[src/psf_pkg.sv]
// Purpose: Shared constants and types of the processor status flag block
// Assumes: 8-bit core datapath, APB register access with 32-bit data
// Notes: Flag bit positions, offsets, reset values and op codes live here

package psf_pkg;

	// ----------------------------------------------------------------
	// Register map
	// ----------------------------------------------------------------
	// Printed register index of the system status flags register
	localparam logic [7:0] STATUS_FLAGS_INDEX = 8'hd5;
	// Byte address: index times four
	localparam logic [11:0] STATUS_FLAGS_ADDR = {2'b00, STATUS_FLAGS_INDEX, 2'b00};
	// Value after reset (undefined in the part, held at zero here)
	localparam logic [7:0] STATUS_FLAGS_RESET = 8'h00;
	// Least address width accepted: the width of the register map byte address, though ten bits reach the register
	localparam int PADDR_MIN_WIDTH = 12;

	// ----------------------------------------------------------------
	// Flag bit positions
	// ----------------------------------------------------------------
	localparam int BIT_CARRY = 7;
	localparam int BIT_ZERO = 6;
	localparam int BIT_SIGN = 5;
	localparam int BIT_OVERFLOW = 4;
	localparam int BIT_DEC_ADJUST = 3;
	localparam int BIT_HALF_CARRY = 2;
	localparam int BIT_FAST_INT = 1;
	localparam int BIT_BANK = 0;

	// ----------------------------------------------------------------
	// Banked control register region
	// ----------------------------------------------------------------
	localparam logic [7:0] BANKED_REGION_BASE = 8'he0;

	// ----------------------------------------------------------------
	// Jump condition select codes
	// ----------------------------------------------------------------
	localparam logic [2:0] COND_ALWAYS = 3'h0;
	localparam logic [2:0] COND_CARRY = 3'h1;
	localparam logic [2:0] COND_ZERO = 3'h2;
	localparam logic [2:0] COND_SIGN = 3'h3;
	localparam logic [2:0] COND_OVERFLOW = 3'h4;

	// ----------------------------------------------------------------
	// BCD correction constants
	// ----------------------------------------------------------------
	localparam logic [3:0] BCD_DIGIT_MAX = 4'h9;
	localparam logic [7:0] BCD_BYTE_MAX = 8'h99;
	localparam logic [3:0] BCD_CORRECTION = 4'h6;

	// Datapath operations issued by the execution logic
	typedef enum logic [3:0] {
		OP_ADD,
		OP_ADD_CARRY,
		OP_SUB,
		OP_SUB_CARRY,
		OP_AND,
		OP_OR,
		OP_XOR,
		OP_BIT_TEST,
		OP_ROTATE_LEFT_CARRY,
		OP_ROTATE_RIGHT_CARRY,
		OP_SHIFT_RIGHT_ARITH,
		OP_DECIMAL_ADJUST
	} psf_op_type;

endpackage : psf_pkg

[src/psf_status_flags.sv]
// Purpose: Status flag register and flag datapath of the 8-bit core
// Assumes: Execution strobes come from logic on clk_sys, one cycle each
// Notes: APB slave answers with one wait-free access phase per transfer

`timescale 1ns/1ps
`default_nettype none

// How it works
// - Carry set on carry out or borrow
// - Zero flag follows zero result
// - Sign flag copies result bit seven
// - Overflow on signed byte range overflow
// - Logical operations clear overflow
// - Decimal-adjust bit records add or subtract
// - Half carry from bit three or four
// - Decimal adjust uses half carry for BCD
// - Fast bit set on entry, cleared on return
// - Fast bit blocks interrupts, picks fast return
// - Bank bit picks bank for upper registers
// - Bank select instructions clear or set bank
// - Jumps test carry, zero, sign, overflow
// - Banking covers only addresses E0 to FF
module psf_status_flags #(
	parameter int PADDR_WIDTH = 12
) (
	input wire logic clk_sys,
	input wire logic sys_rst,
	// APB slave
	input wire logic psel,
	input wire logic penable,
	input wire logic pwrite,
	input wire logic [PADDR_WIDTH-1:0] paddr,
	input wire logic [31:0] pwdata,
	input wire logic [3:0] pstrb,
	output logic [31:0] prdata,
	output logic pready,
	output logic pslverr,
	// Execution logic
	input wire logic exec_valid,
	input wire psf_pkg::psf_op_type exec_op,
	input wire logic [7:0] operand_a,
	input wire logic [7:0] operand_b,
	input wire logic flags_load,
	input wire logic [7:0] flags_load_data,
	input wire logic select_bank_zero_instr,
	input wire logic select_bank_one_instr,
	input wire logic fast_int_enter,
	input wire logic interrupt_return_instr,
	input wire logic [2:0] cond_sel,
	input wire logic cond_invert,
	input wire logic [7:0] reg_addr,
	input wire logic reg_addr_valid,
	// Results
	output logic [7:0] result,
	output logic [7:0] status_flags,
	output logic jump_taken,
	output logic irq_inhibit,
	output logic fast_return,
	output logic normal_return,
	output logic bank0_sel,
	output logic bank1_sel
);

	// ----------------------------------------------------------------
	// Elaboration check
	// ----------------------------------------------------------------
	if (PADDR_WIDTH < psf_pkg::PADDR_MIN_WIDTH) begin : g_bad_width
		$error("PADDR_WIDTH too narrow for the register map");
	end

	// ----------------------------------------------------------------
	// Declarations
	// ----------------------------------------------------------------
	logic [7:0] flags_q; // System status flags register
	logic [7:0] flags_d;
	logic [7:0] result_q; // Last datapath result
	logic [7:0] result_d;
	logic [8:0] wide; // Nine-bit sum or difference
	logic [4:0] half; // Low nibble sum or difference
	logic [7:0] res; // Result of the current operation
	logic [7:0] adj; // BCD correction amount
	logic cin; // Carry into the operation
	logic apb_hit; // Address decodes to the flag register
	logic apb_wr_bank; // Software write of the bank bit
	logic pready_q; // APB ready
	logic pready_d;
	logic pslverr_q; // APB error for unmapped address
	logic pslverr_d;
	logic [31:0] prdata_q; // APB read data
	logic [31:0] prdata_d;
	logic jump_q; // Condition result
	logic jump_d;
	logic fast_ret_q; // Fast return pulse
	logic fast_ret_d;
	logic norm_ret_q; // Normal return pulse
	logic norm_ret_d;
	logic bank0_q; // Bank 0 register selected
	logic bank0_d;
	logic bank1_q; // Bank 1 register selected
	logic bank1_d;

	// ----------------------------------------------------------------
	// APB decode
	// ----------------------------------------------------------------
	// Full address match on the flag register word
	assign apb_hit = (paddr == PADDR_WIDTH'(psf_pkg::STATUS_FLAGS_ADDR));
	// Write completes in the access phase while ready is high
	assign apb_wr_bank = psel && penable && pready_q && pwrite && apb_hit
		&& pstrb[0];

	// ----------------------------------------------------------------
	// Flag datapath
	// ----------------------------------------------------------------
	// Next flags and result
	always_comb begin
		flags_d = flags_q;
		result_d = result_q;
		wide = 9'h000;
		half = 5'h00;
		res = 8'h00;
		adj = 8'h00;
		cin = 1'b0;
		// Carry in only for the with-carry forms
		if (exec_op == psf_pkg::OP_ADD_CARRY ||
			exec_op == psf_pkg::OP_SUB_CARRY) begin
			cin = flags_q[psf_pkg::BIT_CARRY];
		end
		if (exec_valid) begin
			case (exec_op)
				// Additions
				psf_pkg::OP_ADD, psf_pkg::OP_ADD_CARRY: begin
					wide = {1'b0, operand_a} + {1'b0, operand_b} + {8'h00, cin};
					half = {1'b0, operand_a[3:0]} + {1'b0, operand_b[3:0]}
						+ {4'h0, cin};
					res = wide[7:0];
					flags_d[psf_pkg::BIT_CARRY] = wide[8];
					flags_d[psf_pkg::BIT_OVERFLOW] = (operand_a[7] == operand_b[7])
						&& (res[7] != operand_a[7]);
					flags_d[psf_pkg::BIT_DEC_ADJUST] = 1'b0;
					flags_d[psf_pkg::BIT_HALF_CARRY] = half[4];
				end
				// Subtractions
				psf_pkg::OP_SUB, psf_pkg::OP_SUB_CARRY: begin
					wide = {1'b0, operand_a} - {1'b0, operand_b} - {8'h00, cin};
					half = {1'b0, operand_a[3:0]} - {1'b0, operand_b[3:0]}
						- {4'h0, cin};
					res = wide[7:0];
					flags_d[psf_pkg::BIT_CARRY] = wide[8];
					flags_d[psf_pkg::BIT_OVERFLOW] = (operand_a[7] != operand_b[7])
						&& (res[7] != operand_a[7]);
					flags_d[psf_pkg::BIT_DEC_ADJUST] = 1'b1;
					flags_d[psf_pkg::BIT_HALF_CARRY] = half[4];
				end
				// Logical operations
				psf_pkg::OP_AND, psf_pkg::OP_OR, psf_pkg::OP_XOR: begin
					if (exec_op == psf_pkg::OP_AND) begin
						res = operand_a & operand_b;
					end else if (exec_op == psf_pkg::OP_OR) begin
						res = operand_a | operand_b;
					end else begin
						res = operand_a ^ operand_b;
					end
					flags_d[psf_pkg::BIT_OVERFLOW] = 1'b0;
				end
				// Bit test: flags only, result kept
				psf_pkg::OP_BIT_TEST: begin
					res = operand_a & operand_b;
					flags_d[psf_pkg::BIT_OVERFLOW] = 1'b0;
				end
				// Rotate left through carry
				psf_pkg::OP_ROTATE_LEFT_CARRY: begin
					res = {operand_a[6:0], flags_q[psf_pkg::BIT_CARRY]};
					flags_d[psf_pkg::BIT_CARRY] = operand_a[7];
					flags_d[psf_pkg::BIT_OVERFLOW] = res[7] ^ operand_a[7];
				end
				// Rotate right through carry
				psf_pkg::OP_ROTATE_RIGHT_CARRY: begin
					res = {flags_q[psf_pkg::BIT_CARRY], operand_a[7:1]};
					flags_d[psf_pkg::BIT_CARRY] = operand_a[0];
					flags_d[psf_pkg::BIT_OVERFLOW] = res[7] ^ operand_a[7];
				end
				// Arithmetic shift right keeps the sign
				psf_pkg::OP_SHIFT_RIGHT_ARITH: begin
					res = {operand_a[7], operand_a[7:1]};
					flags_d[psf_pkg::BIT_CARRY] = operand_a[0];
					flags_d[psf_pkg::BIT_OVERFLOW] = 1'b0;
				end
				// BCD correction of the previous add or subtract
				psf_pkg::OP_DECIMAL_ADJUST: begin
					if (!flags_q[psf_pkg::BIT_DEC_ADJUST]) begin
						// After an addition
						if (flags_q[psf_pkg::BIT_HALF_CARRY] ||
							operand_a[3:0] > psf_pkg::BCD_DIGIT_MAX) begin
							adj[3:0] = psf_pkg::BCD_CORRECTION;
						end
						if (flags_q[psf_pkg::BIT_CARRY] ||
							operand_a > psf_pkg::BCD_BYTE_MAX) begin
							adj[7:4] = psf_pkg::BCD_CORRECTION;
							flags_d[psf_pkg::BIT_CARRY] = 1'b1;
						end
						res = operand_a + adj;
					end else begin
						// After a subtraction
						if (flags_q[psf_pkg::BIT_HALF_CARRY]) begin
							adj[3:0] = psf_pkg::BCD_CORRECTION;
						end
						if (flags_q[psf_pkg::BIT_CARRY]) begin
							adj[7:4] = psf_pkg::BCD_CORRECTION;
						end
						res = operand_a - adj;
					end
				end
				default: begin
					res = result_q;
				end
			endcase
			// Zero and sign for every flag-setting operation
			flags_d[psf_pkg::BIT_ZERO] = (res == 8'h00);
			flags_d[psf_pkg::BIT_SIGN] = res[7];
			// Bit test leaves the result register alone
			if (exec_op != psf_pkg::OP_BIT_TEST) begin
				result_d = res;
			end
		end
		// Whole register restored from the stack on return
		if (flags_load) begin
			flags_d = flags_load_data;
		end
		// Bank bit: software write, instructions win
		if (apb_wr_bank) begin
			flags_d[psf_pkg::BIT_BANK] = pwdata[0];
		end
		if (select_bank_zero_instr) begin
			flags_d[psf_pkg::BIT_BANK] = 1'b0;
		end
		if (select_bank_one_instr) begin
			flags_d[psf_pkg::BIT_BANK] = 1'b1;
		end
		// Fast bit: clear on return, entry wins
		if (interrupt_return_instr && flags_q[psf_pkg::BIT_FAST_INT]) begin
			flags_d[psf_pkg::BIT_FAST_INT] = 1'b0;
		end
		if (fast_int_enter) begin
			flags_d[psf_pkg::BIT_FAST_INT] = 1'b1;
		end
	end

	// Flag and result registers
	always_ff @(posedge clk_sys) begin
		if (sys_rst) begin
			flags_q <= psf_pkg::STATUS_FLAGS_RESET;
			result_q <= 8'h00;
		end else begin
			flags_q <= flags_d;
			result_q <= result_d;
		end
	end

	// ----------------------------------------------------------------
	// APB slave
	// ----------------------------------------------------------------
	// Ready rises after setup, drops after the access
	always_comb begin
		pready_d = 1'b0;
		pslverr_d = 1'b0;
		prdata_d = prdata_q;
		if (psel && !penable) begin
			pready_d = 1'b1;
			pslverr_d = !apb_hit;
			// Unmapped and write reads return zero
			prdata_d = (apb_hit && !pwrite) ? {24'h000000, flags_q} : 32'h00000000;
		end
	end

	// APB registers
	always_ff @(posedge clk_sys) begin
		if (sys_rst) begin
			pready_q <= 1'b0;
			pslverr_q <= 1'b0;
			prdata_q <= 32'h00000000;
		end else begin
			pready_q <= pready_d;
			pslverr_q <= pslverr_d;
			prdata_q <= prdata_d;
		end
	end

	// ----------------------------------------------------------------
	// Control outputs
	// ----------------------------------------------------------------
	// Condition test, return path select, bank decode
	always_comb begin
		// Decimal adjust and half carry are not testable
		case (cond_sel)
			psf_pkg::COND_ALWAYS: jump_d = 1'b1;
			psf_pkg::COND_CARRY: jump_d = flags_q[psf_pkg::BIT_CARRY];
			psf_pkg::COND_ZERO: jump_d = flags_q[psf_pkg::BIT_ZERO];
			psf_pkg::COND_SIGN: jump_d = flags_q[psf_pkg::BIT_SIGN];
			psf_pkg::COND_OVERFLOW: jump_d = flags_q[psf_pkg::BIT_OVERFLOW];
			default: jump_d = 1'b0;
		endcase
		jump_d = jump_d ^ cond_invert;
		// Fast return taken while the fast bit is set
		fast_ret_d = interrupt_return_instr
			&& flags_q[psf_pkg::BIT_FAST_INT];
		norm_ret_d = interrupt_return_instr && !flags_q[psf_pkg::BIT_FAST_INT];
		// Banked region only from E0 upward
		bank0_d = reg_addr_valid && (reg_addr >= psf_pkg::BANKED_REGION_BASE)
			&& !flags_q[psf_pkg::BIT_BANK];
		bank1_d = reg_addr_valid && (reg_addr >= psf_pkg::BANKED_REGION_BASE)
			&& flags_q[psf_pkg::BIT_BANK];
	end

	// Control output registers
	always_ff @(posedge clk_sys) begin
		if (sys_rst) begin
			jump_q <= 1'b0;
			fast_ret_q <= 1'b0;
			norm_ret_q <= 1'b0;
			bank0_q <= 1'b0;
			bank1_q <= 1'b0;
		end else begin
			jump_q <= jump_d;
			fast_ret_q <= fast_ret_d;
			norm_ret_q <= norm_ret_d;
			bank0_q <= bank0_d;
			bank1_q <= bank1_d;
		end
	end

	// ----------------------------------------------------------------
	// Output drive
	// ----------------------------------------------------------------
	assign prdata = prdata_q;
	assign pready = pready_q;
	assign pslverr = pslverr_q;
	assign result = result_q;
	assign status_flags = flags_q;
	assign jump_taken = jump_q;
	assign irq_inhibit = flags_q[psf_pkg::BIT_FAST_INT];
	assign fast_return = fast_ret_q;
	assign normal_return = norm_ret_q;
	assign bank0_sel = bank0_q;
	assign bank1_sel = bank1_q;

endmodule : psf_status_flags

`default_nettype wire

[config.mk]
export PLATFORM = sky130hd
export DESIGN_NAME = psf_status_flags
export DESIGN_NICKNAME = d
export VERILOG_FILES = /design/src/psf_pkg.sv /design/src/psf_status_flags.sv
export SDC_FILE = /design/constraint.sdc
export NUM_CORES = 1
export LEC_CHECK = 0
export BUFFER_PORTS_ARGS = -buffer_cell sky130_fd_sc_hd__buf_2
export CELL_PAD_IN_SITES_DETAIL_PLACEMENT = 1
export CELL_PAD_IN_SITES_GLOBAL_PLACEMENT = 1
export CORE_ASPECT_RATIO = 1.5
export CORE_UTILIZATION = 30
export CTS_CLUSTER_DIAMETER = 100
export DETAILED_ROUTE_END_ITERATION = 10
export GPL_ROUTABILITY_DRIVEN = 0
export PLACE_DENSITY = 0.85
export SETUP_SLACK_MARGIN = 0.5
export SYNTH_ARGS = -nofsm -noshare
export SYNTH_HDL_FRONTEND = slang
export SYNTH_SLANG_ARGS = --single-unit
export TNS_END_PERCENT = 100
[constraint.sdc]
create_clock -name clk_sys -period 3.9 [get_ports clk_sys]
set_input_delay 0.78 -clock clk_sys [delete_from_list [all_inputs] [get_ports clk_sys]]
set_output_delay 0.78 -clock clk_sys [all_outputs]
set_load 0.02 [all_outputs]
==> impl_metrics.yaml <==
logic_synthesis:
  yosys-top-cells-area: "dfxtp_1 (16%), ha_1 (13%), buf_4 (5.5%), nor2_1 (5.5%), a21oi_1 (4.6%)"
  synth_ff_type: "dfxtp_1"
  yosysTopAreaCell: "dfxtp_1"
  ys_ff_latch: 31
  synth_cell_types: 61
  async_flop_share_pct: 0
  syn_inst: 518
  ys_seq_area_share_pct: 16.38
  syn_area_sq_mm: 0.003790
  yosys_warnings: 0
  synth_top_area_share_pct: 16.38
  synth.avg_cell_area_sq_um: 7.316
  synth_edf_count: 0
critical_path:
  arrival_ns: 3.51
  r2r_cells: 10
  slowest_delay_ns: 0.38
  cp_top_family: "compound AO/OA/AOI/OAI gates"
  reg2reg_to: "status_flags[5]"
  rr_startpoint: "status_flags[7]"
  cp.required_ns: 4.04
  start_kind: "input pin"
  cp_num_buf_inv: 4
  crit_slowest_cell: "ha_1"
  regToRegSetupSlack_ns: 0.96
  end_kind: "flip-flop"
  critPathKind: "in -> reg"
  worst-path-max-fanout: 3
  crit_chain: "buf_6, o21a_1, a211o_1, a21oi_2, ha_1, inv_1, mux2i_1, ha_1, inv_2, a2111oi_4, o21ai_2, a21oi_1, nor3b_2, buf_4, nor3_1, nor3_1"
placed_design:
  placed_cells: 746
  port_buffers: 92
  dp_hpwl_microns: 11190
routing:
  ant_nets: 0
  wl_met2_microns: 7339
  routed_wl_microns: 14080
  vias: 4233
  drt-pass1-iter-count: 4
  wire_per_inst_microns: 18.58
  highest_layer: "met4"
  wl_met3_microns: 728
  drt-initial-drc-count: 232
  wl_met1_microns: 4942
  viasPerCell: 5.584
  post-route-drc-count: 0
clock_network:
  ctsRootBufferMaster: "clkbuf_16"
  cts_buffers: 5
  cts_buffer_depth: 2
  clkTransAtPathRegs_ns: 0.05
  cts_tree: "done"
  clkSinkCount: 31
  clk_latency_ns: 0.28
  ctsHtreeMaxLevel: 2
  postCtsHoldBufs: 0
timing:
  period_share_pct: 86.57
  timing.final.crit_period_ns: 3.376
  setup_viol: 0
  holdWs_ns: 0.4891
  rsz0062_at_grt: "true"
  hold_viol: 0
  worst_pin_slew_ns: 1.005
  timing.fmax_mhz: 296.2
  drv_slew: 0
  tns_ns: 0
  max_slew_margin_pct: 32.51
  skew_ns: 0.002744
layout:
  layout_common_cells: "buf_2 (91), nor2_1 (56), inv_1 (43)"
  layout_commonest_cell: "buf_2"
  finish.utilization_pct: 37.84
  drive_gt1_share_pct: 22.81
  fillers: 1552
  multiInputGateArea_sq_mm: 0.002858
  area_growth_pct: 21.20
  seqCellArea_sq_um: 620.6
  nNetsFinal: 747
  stdcell_count: 758
  antenna_cells: 0
hold_path:
  hp-start: "result[6]"
  hold_class: "reg -> reg"
  hold_path_depth: 2
  hold_end: "result[6]"
global_routing:
  grt_pass1_vias: 4249
  grt_remaining_overflow: 0
  grt_pass1_wl_microns: 21160
  grt_start_max_net_pins: 41
  grtUsageTotal_pct: 20.67
  antenna_found_initial: 0
run_status:
  status: "complete, no violations"
pwr:
  peakVddDrop_mv: 0.1368
  total_power_mw: 1.331
  powerDensity_mw_per_mm2: 289.8
  p_leak_nw: 2.099
floorplanning:
  start_util_pct: 31.22
  die_w_microns: 93.77
  rows: 49
  core_region_area_sq_mm: 0.01214
  dieArea_sq_mm: 0.01310
  die_height_microns: 139.7
  io_pins: 156
run:
  maxCapViolCount: 0
## per-stage QoR
| stage | area, sq um | setup WS [ns] |
|---|---|---|
| final | 4593 | 0.5238 |
| after global routing | 4593 | 0.3816 |
| after CTS | 4484 | 0.5057 |
| after detailed placement | 4299 | 0.06400 |
| after global placement | 4299 | 0.2097 |
| after floorplan | 3876 | 0.5400 |
## where the power goes
| part | internal (mW) | total, mW | switching (mW) | leakage, nW |
|---|---|---|---|---|
| registers | 0.334 | 0.352 | 0.0178 | 0.254 |
| clock network | 0.271 | 0.401 | 0.130 | 0.0772 |
| logic | 0.222 | 0.579 | 0.356 | 1.77 |
## how the worst max path moves through the flow
| stage | start | end | slack (ns) | depth (start not counted) |
|---|---|---|---|---|
| 3_5_place_dp | operand_a[2] | status_flags[5] | 0.06 | 16 |
| 5_1_grt | operand_a[1] | result[7] | 0.38 | 16 |
| 3_3_place_gp | exec_op[3] | status_flags[6] | 0.21 | 11 |
| 2_1_floorplan | operand_a[2] | status_flags[6] | 0.54 | 14 |
| 6_report | operand_a[1] | result[7] | 0.52 | 16 |
| 4_1_cts | operand_a[2] | status_flags[5] | 0.51 | 16 |
## kinds of logic (layout without fill, tap and decap cells)
family	count (synthesis)	after routing	share of synthesized area, %
AND/OR/NAND/NOR	168	168	21.82
buffers and inverters	98	162	13.17
adder cells (fa/ha/maj)	43	43	14.99
XOR/XNOR	17	17	3.929
multiplexers	12	12	3.301
flip-flops	31	31	16.38
AO/OA/AOI/OAI	148	148	26.31
other	1	24	0.09895
## registers in the layout, indices dropped and copies added (netlist names)
signal         cells
prdata             8
pready             1
normal_return      1
fast_return        1
bank0_sel          1
pslverr            1
jump_taken         1
result             8
bank1_sel          1
status_flags       8
## worst register-to-register path, cell delays in order, from the launching register on
cell and delay (ns):
dfxtp_1 0.42, nand3_2 0.14, fa_1 0.42, ha_1 0.35, a211oi_4 0.29, o21a_1 0.25, o211a_1 0.15, o21ai_0 0.11
o211ai_1 0.28, o221ai_4 0.18, a221oi_2 0.27
## layer usage
metal / up-vias / track usage, %
met5: - / 0
met4: 0 / 16.11
met3: 57 / 1.967
met2: 195 / 39.53
met1: 2022 / 19.33
li1: 1959 / -
## cells in the mapped netlist, types with 5 or more instances
| cell | number |
|---|---|
| inv_1 | 44 |
| buf_4 | 28 |
| mux2i_1 | 8 |
| ha_1 | 39 |
| a22oi_1 | 9 |
| nor2_1 | 56 |
| o21ai_0 | 34 |
| clkbuf_1 | 14 |
| a21oi_1 | 35 |
| nand2_1 | 33 |
| nand2b_1 | 12 |
| nand3_1 | 14 |
| nor2b_1 | 5 |
| buf_2 | 9 |
| a211oi_1 | 14 |
| xor2_1 | 6 |
| nor3b_1 | 6 |
| o21a_1 | 6 |
| xnor2_1 | 11 |
| nor3_1 | 15 |
| dfxtp_1 | 31 |
## layout make-up
class / count / area share [%]
multi-input cells: 412 / 62.22
flip-flops and latches: 31 / 13.51
repair buffers: 110 / 13.10
well taps: 153 / 4.168
inverters: 44 / 3.596
clock buffers: 8 / 3.405
## timing repair
item / in CTS / in global routing
cloned: 0 / 0
resized for setup: 5 / 14
buffers inserted: 1 / 3
pin swaps: 1 / 12
setup endpoints to repair: 3 / 4
(Power assumes the default switching activity.)
